<file path="config.mk">
export PLATFORM = sky130hd
export DESIGN_NAME = lmc_host
export DESIGN_NICKNAME = d
export VERILOG_FILES = /design/src/lmc_pkg.sv /design/src/lmc_frame_rx.sv /design/src/lmc_host.sv
export VERILOG_INCLUDE_DIRS = /design/src
export SDC_FILE = /design/constraint.sdc
export NUM_CORES = 1
export LEC_CHECK = 0
export BUFFER_PORTS_ARGS = -buffer_cell sky130_fd_sc_hd__buf_2
export CAP_MARGIN = 20
export CORE_ASPECT_RATIO = 0.75
export CORE_MARGIN = 2
export CORE_UTILIZATION = 60
export DETAILED_ROUTE_END_ITERATION = 6
export GPL_TIMING_DRIVEN = 0
export PLACE_DENSITY = 0.82
export SLEW_MARGIN = 20
export SYNTH_ARGS = -nofsm -noshare
export SYNTH_HDL_FRONTEND = slang
export SYNTH_SLANG_ARGS = --single-unit
</file>
<file path="constraint.sdc">
create_clock -name clk_i -period 6.98 [get_ports clk_i]
set_input_delay 2.094 -clock clk_i [delete_from_list [all_inputs] [get_ports clk_i]]
set_output_delay 2.094 -clock clk_i [all_outputs]
set_load 0.02 [all_outputs]
</file>
<file path="src/lmc_cfg.svh">
// Byte codes, frame lengths and timing counts of the lens motor command link
`ifndef LMC_CFG_SVH
`define LMC_CFG_SVH

`define LMC_CR              8'h0D
`define LMC_CODE_VERSION    8'h76
`define LMC_CODE_IDENT      8'h79
`define LMC_CODE_SETUP_RD   8'h67
`define LMC_CODE_SETUP_WR   8'h63
`define LMC_CODE_BUS        8'h6B
`define LMC_CODE_ADDR       8'h41

`define LMC_MOTOR_FIRST     8'h01
`define LMC_MOTOR_LAST      8'h04
`define LMC_BUS_LAST        8'h02
`define LMC_ADDR_FIRST      7'h01
`define LMC_ADDR_LAST       7'h7F
`define LMC_STATUS_OK       8'h00

// Reply lengths, terminator not counted
`define LMC_LEN_VERSION     4'h6
`define LMC_LEN_IDENT       4'h7
`define LMC_LEN_SETUP_RD    4'hB
`define LMC_LEN_SETUP_WR    4'h2

`define LMC_FRAME_MAX       12
`define LMC_CLK_HZ          10000000
`define LMC_TIMEOUT_MS      10
`define LMC_TIMEOUT_CYC     ((`LMC_CLK_HZ / 1000) * `LMC_TIMEOUT_MS)

`endif

</file>
<file path="src/lmc_pkg.sv">
// Types shared by the lens motor command controller
package lmc_pkg;

    typedef enum logic [2:0] {
        LMC_OP_VERSION,
        LMC_OP_IDENT,
        LMC_OP_SETUP_RD,
        LMC_OP_SETUP_WR,
        LMC_OP_BUS,
        LMC_OP_ADDR
    } lmc_op_t;

    typedef struct packed {
        logic [7:0]  motor_type;
        logic [7:0]  left_stop;
        logic [7:0]  right_stop;
        logic [15:0] steps;
        logic [15:0] speed_min;
        logic [15:0] speed_max;
    } lmc_setup_t;

    typedef struct packed {
        lmc_op_t    op;
        logic [7:0] motor;
        lmc_setup_t setup;
        logic [7:0] bus;
        logic [6:0] addr;
    } lmc_cmd_t;

    typedef logic [11:0][7:0] lmc_frame_t;

endpackage
</file>
<file path="src/lmc_frame_rx.sv">
// Collects reply bytes from the board into one frame up to the terminator
`include "lmc_cfg.svh"

module lmc_frame_rx (
    input  wire logic              clk_i,
    input  wire logic              nrst_i,
    input  wire logic [7:0]        rx_data_i,
    input  wire logic              rx_valid_i,
    output lmc_pkg::lmc_frame_t    frame_o,
    output logic [3:0]             len_o,
    output logic                   frame_done_o
);

    lmc_pkg::lmc_frame_t frame_reg;
    logic [3:0]          cnt_reg;
    logic [3:0]          len_reg;
    logic                done_reg;
    logic                overrun_reg;

    wire is_term = rx_valid_i && (rx_data_i == `LMC_CR);
    wire room    = cnt_reg < 4'(`LMC_FRAME_MAX);

    always_ff @(posedge clk_i or negedge nrst_i) begin
        if (!nrst_i) begin
            frame_reg   <= '0;
            cnt_reg     <= 4'h0;
            len_reg     <= 4'h0;
            done_reg    <= 1'b0;
            overrun_reg <= 1'b0;
        end else begin
            done_reg <= 1'b0;
            if (is_term) begin
                // An overlong frame reports length zero so nothing matches it
                len_reg     <= overrun_reg ? 4'h0 : cnt_reg;
                done_reg    <= 1'b1;
                cnt_reg     <= 4'h0;
                overrun_reg <= 1'b0;
            end else if (rx_valid_i) begin
                if (room) begin
                    frame_reg[cnt_reg] <= rx_data_i;
                    cnt_reg            <= cnt_reg + 4'h1;
                end else begin
                    overrun_reg <= 1'b1;
                end
            end
        end
    end

    assign frame_o      = frame_reg;
    assign len_o        = len_reg;
    assign frame_done_o = done_reg;

endmodule

</file>
<file path="src/lmc_host.sv">
// Host controller that issues serial commands to a lens motor board
`include "lmc_cfg.svh"

module lmc_host #(
    parameter int unsigned TIMEOUT_CYC = `LMC_TIMEOUT_CYC
) (
    input  wire logic              clk_i,
    input  wire logic              nrst_i,
    input  wire logic              cmd_valid_i,
    input  lmc_pkg::lmc_cmd_t      cmd_i,
    output logic                   cmd_ready_o,
    output logic                   done_o,
    output logic                   err_o,
    output logic [39:0]            version_o,
    output logic [47:0]            board_identity_byte_o,
    output lmc_pkg::lmc_setup_t    setup_o,
    output logic [7:0]             wr_status_o,
    input  wire logic [7:0]        speed_motor_i,
    input  wire logic [15:0]       speed_i,
    output logic                   speed_ok_o,
    output logic [7:0]             tx_data_o,
    output logic                   tx_valid_o,
    input  wire logic              tx_ready_i,
    input  wire logic [7:0]        rx_data_i,
    input  wire logic              rx_valid_i
);

    typedef enum logic [1:0] {ST_IDLE, ST_SEND, ST_WAIT} lmc_state_t;

    function automatic logic sel_ok(input logic [7:0] s);
        sel_ok = (s >= `LMC_MOTOR_FIRST) && (s <= `LMC_MOTOR_LAST);
    endfunction

    function automatic logic [1:0] sel_idx(input logic [7:0] s);
        sel_idx = 2'(s - `LMC_MOTOR_FIRST);
    endfunction

    lmc_state_t          state_reg;
    lmc_pkg::lmc_frame_t tx_buf_reg;
    logic [3:0]          tx_last_reg;
    logic [3:0]          tx_idx_reg;
    logic [7:0]          tx_data_reg;
    logic                tx_valid_reg;
    logic                expect_reg;
    logic [7:0]          exp_code_reg;
    logic [3:0]          exp_len_reg;
    logic [7:0]          exp_motor_reg;
    logic [31:0]         wait_cnt_reg;
    logic                done_reg;
    logic                err_reg;
    logic                ready_reg;
    logic [39:0]         version_reg;
    logic [47:0]         ident_reg;
    lmc_pkg::lmc_setup_t setup_reg;
    logic [7:0]          wr_status_reg;
    logic [15:0]         min_reg [4];
    logic [15:0]         max_reg [4];
    logic                speed_ok_reg;

    lmc_pkg::lmc_frame_t rx_frame;
    logic [3:0]          rx_len;
    logic                rx_done;

    lmc_frame_rx u_rx (
        .clk_i        (clk_i),
        .nrst_i       (nrst_i),
        .rx_data_i    (rx_data_i),
        .rx_valid_i   (rx_valid_i),
        .frame_o      (rx_frame),
        .len_o        (rx_len),
        .frame_done_o (rx_done)
    );

    // Command frame assembly and parameter checks
    lmc_pkg::lmc_frame_t build_frame;
    logic [3:0]          build_last;
    logic [7:0]          build_code;
    logic [3:0]          build_len;
    logic                build_reply;
    logic                build_ok;

    always_comb begin
        build_frame = '0;
        build_last  = 4'h1;
        build_code  = 8'h00;
        build_len   = 4'h0;
        build_reply = 1'b1;
        build_ok    = 1'b1;
        case (cmd_i.op)
            lmc_pkg::LMC_OP_VERSION: begin
                build_frame[0] = `LMC_CODE_VERSION;
                build_frame[1] = `LMC_CR;
                build_code     = `LMC_CODE_VERSION;
                build_len      = `LMC_LEN_VERSION;
            end
            lmc_pkg::LMC_OP_IDENT: begin
                build_frame[0] = `LMC_CODE_IDENT;
                build_frame[1] = `LMC_CR;
                build_code     = `LMC_CODE_IDENT;
                build_len      = `LMC_LEN_IDENT;
            end
            lmc_pkg::LMC_OP_SETUP_RD: begin
                build_frame[0] = `LMC_CODE_SETUP_RD;
                build_frame[1] = cmd_i.motor;
                build_frame[2] = `LMC_CR;
                build_last     = 4'h2;
                build_code     = `LMC_CODE_SETUP_RD;
                build_len      = `LMC_LEN_SETUP_RD;
                build_ok       = sel_ok(cmd_i.motor);
            end
            lmc_pkg::LMC_OP_SETUP_WR: begin
                // Bad selectors still go out: the board answers them
                build_frame[0]  = `LMC_CODE_SETUP_WR;
                build_frame[1]  = cmd_i.motor;
                build_frame[2]  = cmd_i.setup.motor_type;
                build_frame[3]  = cmd_i.setup.left_stop;
                build_frame[4]  = cmd_i.setup.right_stop;
                build_frame[5]  = cmd_i.setup.steps[15:8];
                build_frame[6]  = cmd_i.setup.steps[7:0];
                build_frame[7]  = cmd_i.setup.speed_min[15:8];
                build_frame[8]  = cmd_i.setup.speed_min[7:0];
                build_frame[9]  = cmd_i.setup.speed_max[15:8];
                build_frame[10] = cmd_i.setup.speed_max[7:0];
                build_frame[11] = `LMC_CR;
                build_last      = 4'hB;
                build_code      = `LMC_CODE_SETUP_WR;
                build_len       = `LMC_LEN_SETUP_WR;
            end
            lmc_pkg::LMC_OP_BUS: begin
                build_frame[0] = `LMC_CODE_BUS;
                build_frame[1] = cmd_i.bus;
                build_frame[2] = `LMC_CR;
                build_last     = 4'h2;
                build_reply    = 1'b0;
                build_ok       = cmd_i.bus <= `LMC_BUS_LAST;
            end
            lmc_pkg::LMC_OP_ADDR: begin
                build_frame[0] = `LMC_CODE_ADDR;
                build_frame[1] = {1'b0, cmd_i.addr};
                build_frame[2] = `LMC_CR;
                build_last     = 4'h2;
                build_reply    = 1'b0;
                build_ok       = cmd_i.addr >= `LMC_ADDR_FIRST;
            end
            default: build_ok = 1'b0;
        endcase
    end

    // A reply counts only if code and length match the request, plus the selector
    // for a setup read, since the board may still hold an older reply
    wire accept   = (state_reg == ST_IDLE) && cmd_valid_i;
    wire tx_fire  = tx_valid_reg && tx_ready_i;
    wire tx_end   = tx_fire && (tx_idx_reg == tx_last_reg);
    wire rx_match = rx_done && (rx_frame[0] == exp_code_reg)
                  && (rx_len == exp_len_reg)
                  && ((exp_code_reg != `LMC_CODE_SETUP_RD)
                      || (rx_frame[1] == exp_motor_reg));
    wire timed_out = wait_cnt_reg >= TIMEOUT_CYC;
    wire [3:0] tx_idx_next = tx_idx_reg + 4'h1;

    always_ff @(posedge clk_i or negedge nrst_i) begin
        if (!nrst_i) begin
            state_reg     <= ST_IDLE;
            tx_buf_reg    <= '0;
            tx_last_reg   <= 4'h0;
            tx_idx_reg    <= 4'h0;
            tx_data_reg   <= 8'h00;
            tx_valid_reg  <= 1'b0;
            expect_reg    <= 1'b0;
            exp_code_reg  <= 8'h00;
            exp_len_reg   <= 4'h0;
            exp_motor_reg <= 8'h00;
            wait_cnt_reg  <= 32'h0;
            done_reg      <= 1'b0;
            err_reg       <= 1'b0;
            ready_reg     <= 1'b1;
        end else begin
            done_reg <= 1'b0;
            case (state_reg)
                ST_IDLE: begin
                    if (accept && !build_ok) begin
                        done_reg <= 1'b1;
                        err_reg  <= 1'b1;
                    end else if (accept) begin
                        tx_buf_reg    <= build_frame;
                        tx_last_reg   <= build_last;
                        tx_idx_reg    <= 4'h0;
                        tx_data_reg   <= build_frame[0];
                        tx_valid_reg  <= 1'b1;
                        expect_reg    <= build_reply;
                        exp_code_reg  <= build_code;
                        exp_len_reg   <= build_len;
                        exp_motor_reg <= cmd_i.motor;
                        err_reg       <= 1'b0;
                        ready_reg     <= 1'b0;
                        state_reg     <= ST_SEND;
                    end
                end
                ST_SEND: begin
                    if (tx_end) begin
                        tx_valid_reg <= 1'b0;
                        wait_cnt_reg <= 32'h0;
                        if (expect_reg) begin
                            state_reg <= ST_WAIT;
                        end else begin
                            // Board restarts silently after these
                            done_reg  <= 1'b1;
                            ready_reg <= 1'b1;
                            state_reg <= ST_IDLE;
                        end
                    end else if (tx_fire) begin
                        tx_idx_reg  <= tx_idx_next;
                        tx_data_reg <= tx_buf_reg[tx_idx_next];
                    end
                end
                ST_WAIT: begin
                    wait_cnt_reg <= wait_cnt_reg + 32'h1;
                    if (rx_match || timed_out) begin
                        done_reg  <= 1'b1;
                        err_reg   <= !rx_match;
                        ready_reg <= 1'b1;
                        state_reg <= ST_IDLE;
                    end
                end
                default: state_reg <= ST_IDLE;
            endcase
        end
    end

    // Reply fields and the speed limits shadowed per motor
    wire got_setup = (state_reg == ST_WAIT) && rx_match
                   && (exp_code_reg == `LMC_CODE_SETUP_RD);
    wire got_wr    = (state_reg == ST_WAIT) && rx_match
                   && (exp_code_reg == `LMC_CODE_SETUP_WR);
    wire wr_ok     = got_wr && (rx_frame[1] == `LMC_STATUS_OK)
                   && sel_ok(exp_motor_reg);
    wire [15:0] rd_min = {rx_frame[7], rx_frame[8]};
    wire [15:0] rd_max = {rx_frame[9], rx_frame[10]};
    wire [15:0] wr_min = {tx_buf_reg[7], tx_buf_reg[8]};
    wire [15:0] wr_max = {tx_buf_reg[9], tx_buf_reg[10]};
    wire [1:0]  sp_idx = sel_idx(speed_motor_i);

    always_ff @(posedge clk_i or negedge nrst_i) begin
        if (!nrst_i) begin
            version_reg   <= 40'h0;
            ident_reg     <= 48'h0;
            setup_reg     <= '0;
            wr_status_reg <= 8'h00;
            speed_ok_reg  <= 1'b0;
            for (int i = 0; i < 4; i++) begin
                min_reg[i] <= 16'h0000;
                max_reg[i] <= 16'h0000;
            end
        end else begin
            if ((state_reg == ST_WAIT) && rx_match) begin
                if (exp_code_reg == `LMC_CODE_VERSION) begin
                    version_reg <= {rx_frame[1], rx_frame[2], rx_frame[3],
                                    rx_frame[4], rx_frame[5]};
                end
                if (exp_code_reg == `LMC_CODE_IDENT) begin
                    ident_reg <= {rx_frame[1], rx_frame[2], rx_frame[3],
                                  rx_frame[4], rx_frame[5],
                                  rx_frame[6]};
                end
            end
            if (got_setup) begin
                setup_reg <= {rx_frame[2], rx_frame[3], rx_frame[4],
                              rx_frame[5], rx_frame[6], rd_min,
                              rd_max};
                min_reg[sel_idx(exp_motor_reg)] <= rd_min;
                max_reg[sel_idx(exp_motor_reg)] <= rd_max;
            end
            if (got_wr) begin
                wr_status_reg <= rx_frame[1];
            end
            if (wr_ok) begin
                min_reg[sel_idx(exp_motor_reg)] <= wr_min;
                max_reg[sel_idx(exp_motor_reg)] <= wr_max;
            end
            // Limits are only as fresh as the last setup read or write
            speed_ok_reg <= sel_ok(speed_motor_i)
                          && (speed_i >= min_reg[sp_idx])
                          && (speed_i <= max_reg[sp_idx]);
        end
    end

    assign cmd_ready_o           = ready_reg;
    assign done_o                = done_reg;
    assign err_o                 = err_reg;
    assign version_o             = version_reg;
    assign board_identity_byte_o = ident_reg;
    assign setup_o               = setup_reg;
    assign wr_status_o           = wr_status_reg;
    assign speed_ok_o            = speed_ok_reg;
    assign tx_data_o             = tx_data_reg;
    assign tx_valid_o            = tx_valid_reg;

endmodule

</file>
==> metrics <==
GP Congestion=0.928; drc violations=0; number of synthesized flops with an enable pin=0; Initial Utilization=60.6%; CTS sink count=552; Fmax=170 MHz; RSZ-0062 raised after global routing=false; PD cells=296 nW/um2; DR pass1 iterations=5; initial antenna violation count=4; switch share=30.7%; max cap viols=0; placed insts=2937; Mapped Avg Cell Area=12.4 um2; synth warn=0; unique cell type count in the Yosys netlist=68; Die H=182 um; GR Overflow Total=0; CTS tree=yes; critical path fanouts, max=10; nets@finish=2603; Int Pwr=6.08 mW; area grow syn2layout=16.6%; R2R Setup Slk=3580 ps; largest net degree at the start of global routing=106; combinational share of power=18.1%; Antenna Nets Post-Route=0; Psw=2.70 mW; number of port buffers=312; worst setup slack after layout=1110 ps; period utilization=84.1%; share of cells above drive strength 1=31.9%; hpwl dp=50.9 mm; post-place setup slack=119 ps; outcome=finished clean; cts repair resizes=0; initial detailed-routing violation count=1839; main flop type after synthesis=dfrtp_1; row count=65; most frequent cells in the layout=dfrtp_1, buf_2, mux2_2; Mapped Nets=2232; IO Pins=316; # setup viols final=0; CP required=7450 ps; skew final=35.8 ps; H-tree depth=2; critical path type=in2reg; Critical Path Source Type=primary input; Final Util=70.7%; #FFs+latches synth=552; vias per cell=6.20; leading cell type in the layout, fill and taps excluded=dfrtp_1; via count=18812; crit path DAT=6340 ps; Clock power frac=34.1%; Num CTS Buffers=52; root buf cell=clkbuf_16; Core ar.=42000 um2; Gate Count Post-Synth=2051; worst skew pair latency=600 ps; Worst-Margin Slew=1090 ps; Max Slew Vio Count=0; Finished Layout Cells=3033; Reg clk slew, reported paths=60 ps; Worst Hold Class=reg2reg; CTS Hold Bufs=0; Worst slew margin=27.4%; crit path time final=5870 ps; post-synthesis sequential area ratio=54.3%; WL final=71.6 mm; Peak supply drop=0.227 mV; Cell Area, Synth=25400 um2; WL per Instance=23.6 um; Crit. End Element=flip-flop; Pleak=15.5 nW; GRT Overall Usage=32.9%; die width=242 um; Post-synth ARST share=100%; first-pass GRT wire length=112 mm; final hold vios=0; CTS Buffer Depth=3; postcts setup bufs=0; vias in the first global route=19256; Seq pwr share=47.7%; Die ar.=44100 um2
## stage by stage
| stage | instance area [um2] | power (mW) | setup TNS (ps) | hold slack [ps] |
|---|---|---|---|---|
| after floorplan | 25400 | 5.09 | 0 | 429 |
| final | 29700 | 8.78 | 0 | 468 |
| after global placement | 27700 | 5.68 | -3771560 | 449 |
| after detailed placement | 27800 | 5.77 | 0 | 452 |
| after global routing | 29700 | 9.10 | 0 | 491 |
| after CTS | 29600 | 8.75 | 0 | 470 |
## Yosys cell counts, drive strengths merged (50+ instances only)
library cell  instances  share of area, %
dfrtp               551                54
nor2                192               2.9
clkbuf               74               1.1
mux4                 50               4.4
mux2                282                12
inv                  53              0.78
a21oi               158               3.1
mux2i               141               5.6
a22o                 69               2.4
nand2                79               1.2
## per-layer routing
metal  vias up  GRT usage (%)  share of wire (%)
met5         -              0                  0
li1       8135              -                  -
met4         0           14.1                4.6
met1      9531           45.4                 40
met2       949           51.5                 46
met3       197           6.63                9.0
## power by group through the flow
stage | clock network, mW | logic, mW | registers (mW)
2_1_floorplan | 0 | 1.09 | 4.00
3_3_place_gp | 0 | 1.49 | 4.19
3_5_place_dp | 0 | 1.56 | 4.21
4_1_cts | 3.02 | 1.57 | 4.16
5_1_grt | 3.15 | 1.73 | 4.23
6_report | 3.00 | 1.59 | 4.19
## kinds of logic after synthesis
logic type,synth area share (%)
AOI/OAI and AO/OA,8.53
xor gates and xnor gates,1.79
adders and majority gates,2.26
buffers and inverters,2.91
DFF,54.3
muxes,22.5
and+or+nand+nor,7.71
## worst max-delay path: stages
cell	delay [ps]
buf_2	90
clkbuf_1	410
clkbuf_2	540
inv_1	150
ha_1	460
clkbuf_1	690
mux4_2	430
ha_1	280
nor2b_1	100
o21ai_0	180
nand3_1	130
a21boi_0	90
o41ai_1	330
a21oi_1	120
o31a_1	250
## final timing paths
path                                  startpoint            end  cells past startpoint
worst max-delay path            speed_motor_i[0]     speed_ok_o                     15
worst min-delay path               tx_buf_reg[6]  tx_buf_reg[6]                      1
worst max register to register  exp_motor_reg[1]    setup_o[33]                      8
worst min register to register     tx_buf_reg[6]  tx_buf_reg[6]                      1
max in group asynchronous                 nrst_i  version_o[22]                      3
min in group asynchronous                 nrst_i     min_reg[3]                      1
## cell type report
type,instances,area [um2]
inverters,54,203
clock buffers,69,1480
diodes,4,10.0
fillers,2944,12300
plain buffers,120,538
repair buffers,317,1710
well taps,569,712
clock inverters,23,322
multi-input cells,1325,10900
flip-flops and latches,552,13800
No activity file was read; power rests on OpenSTA's default activity.
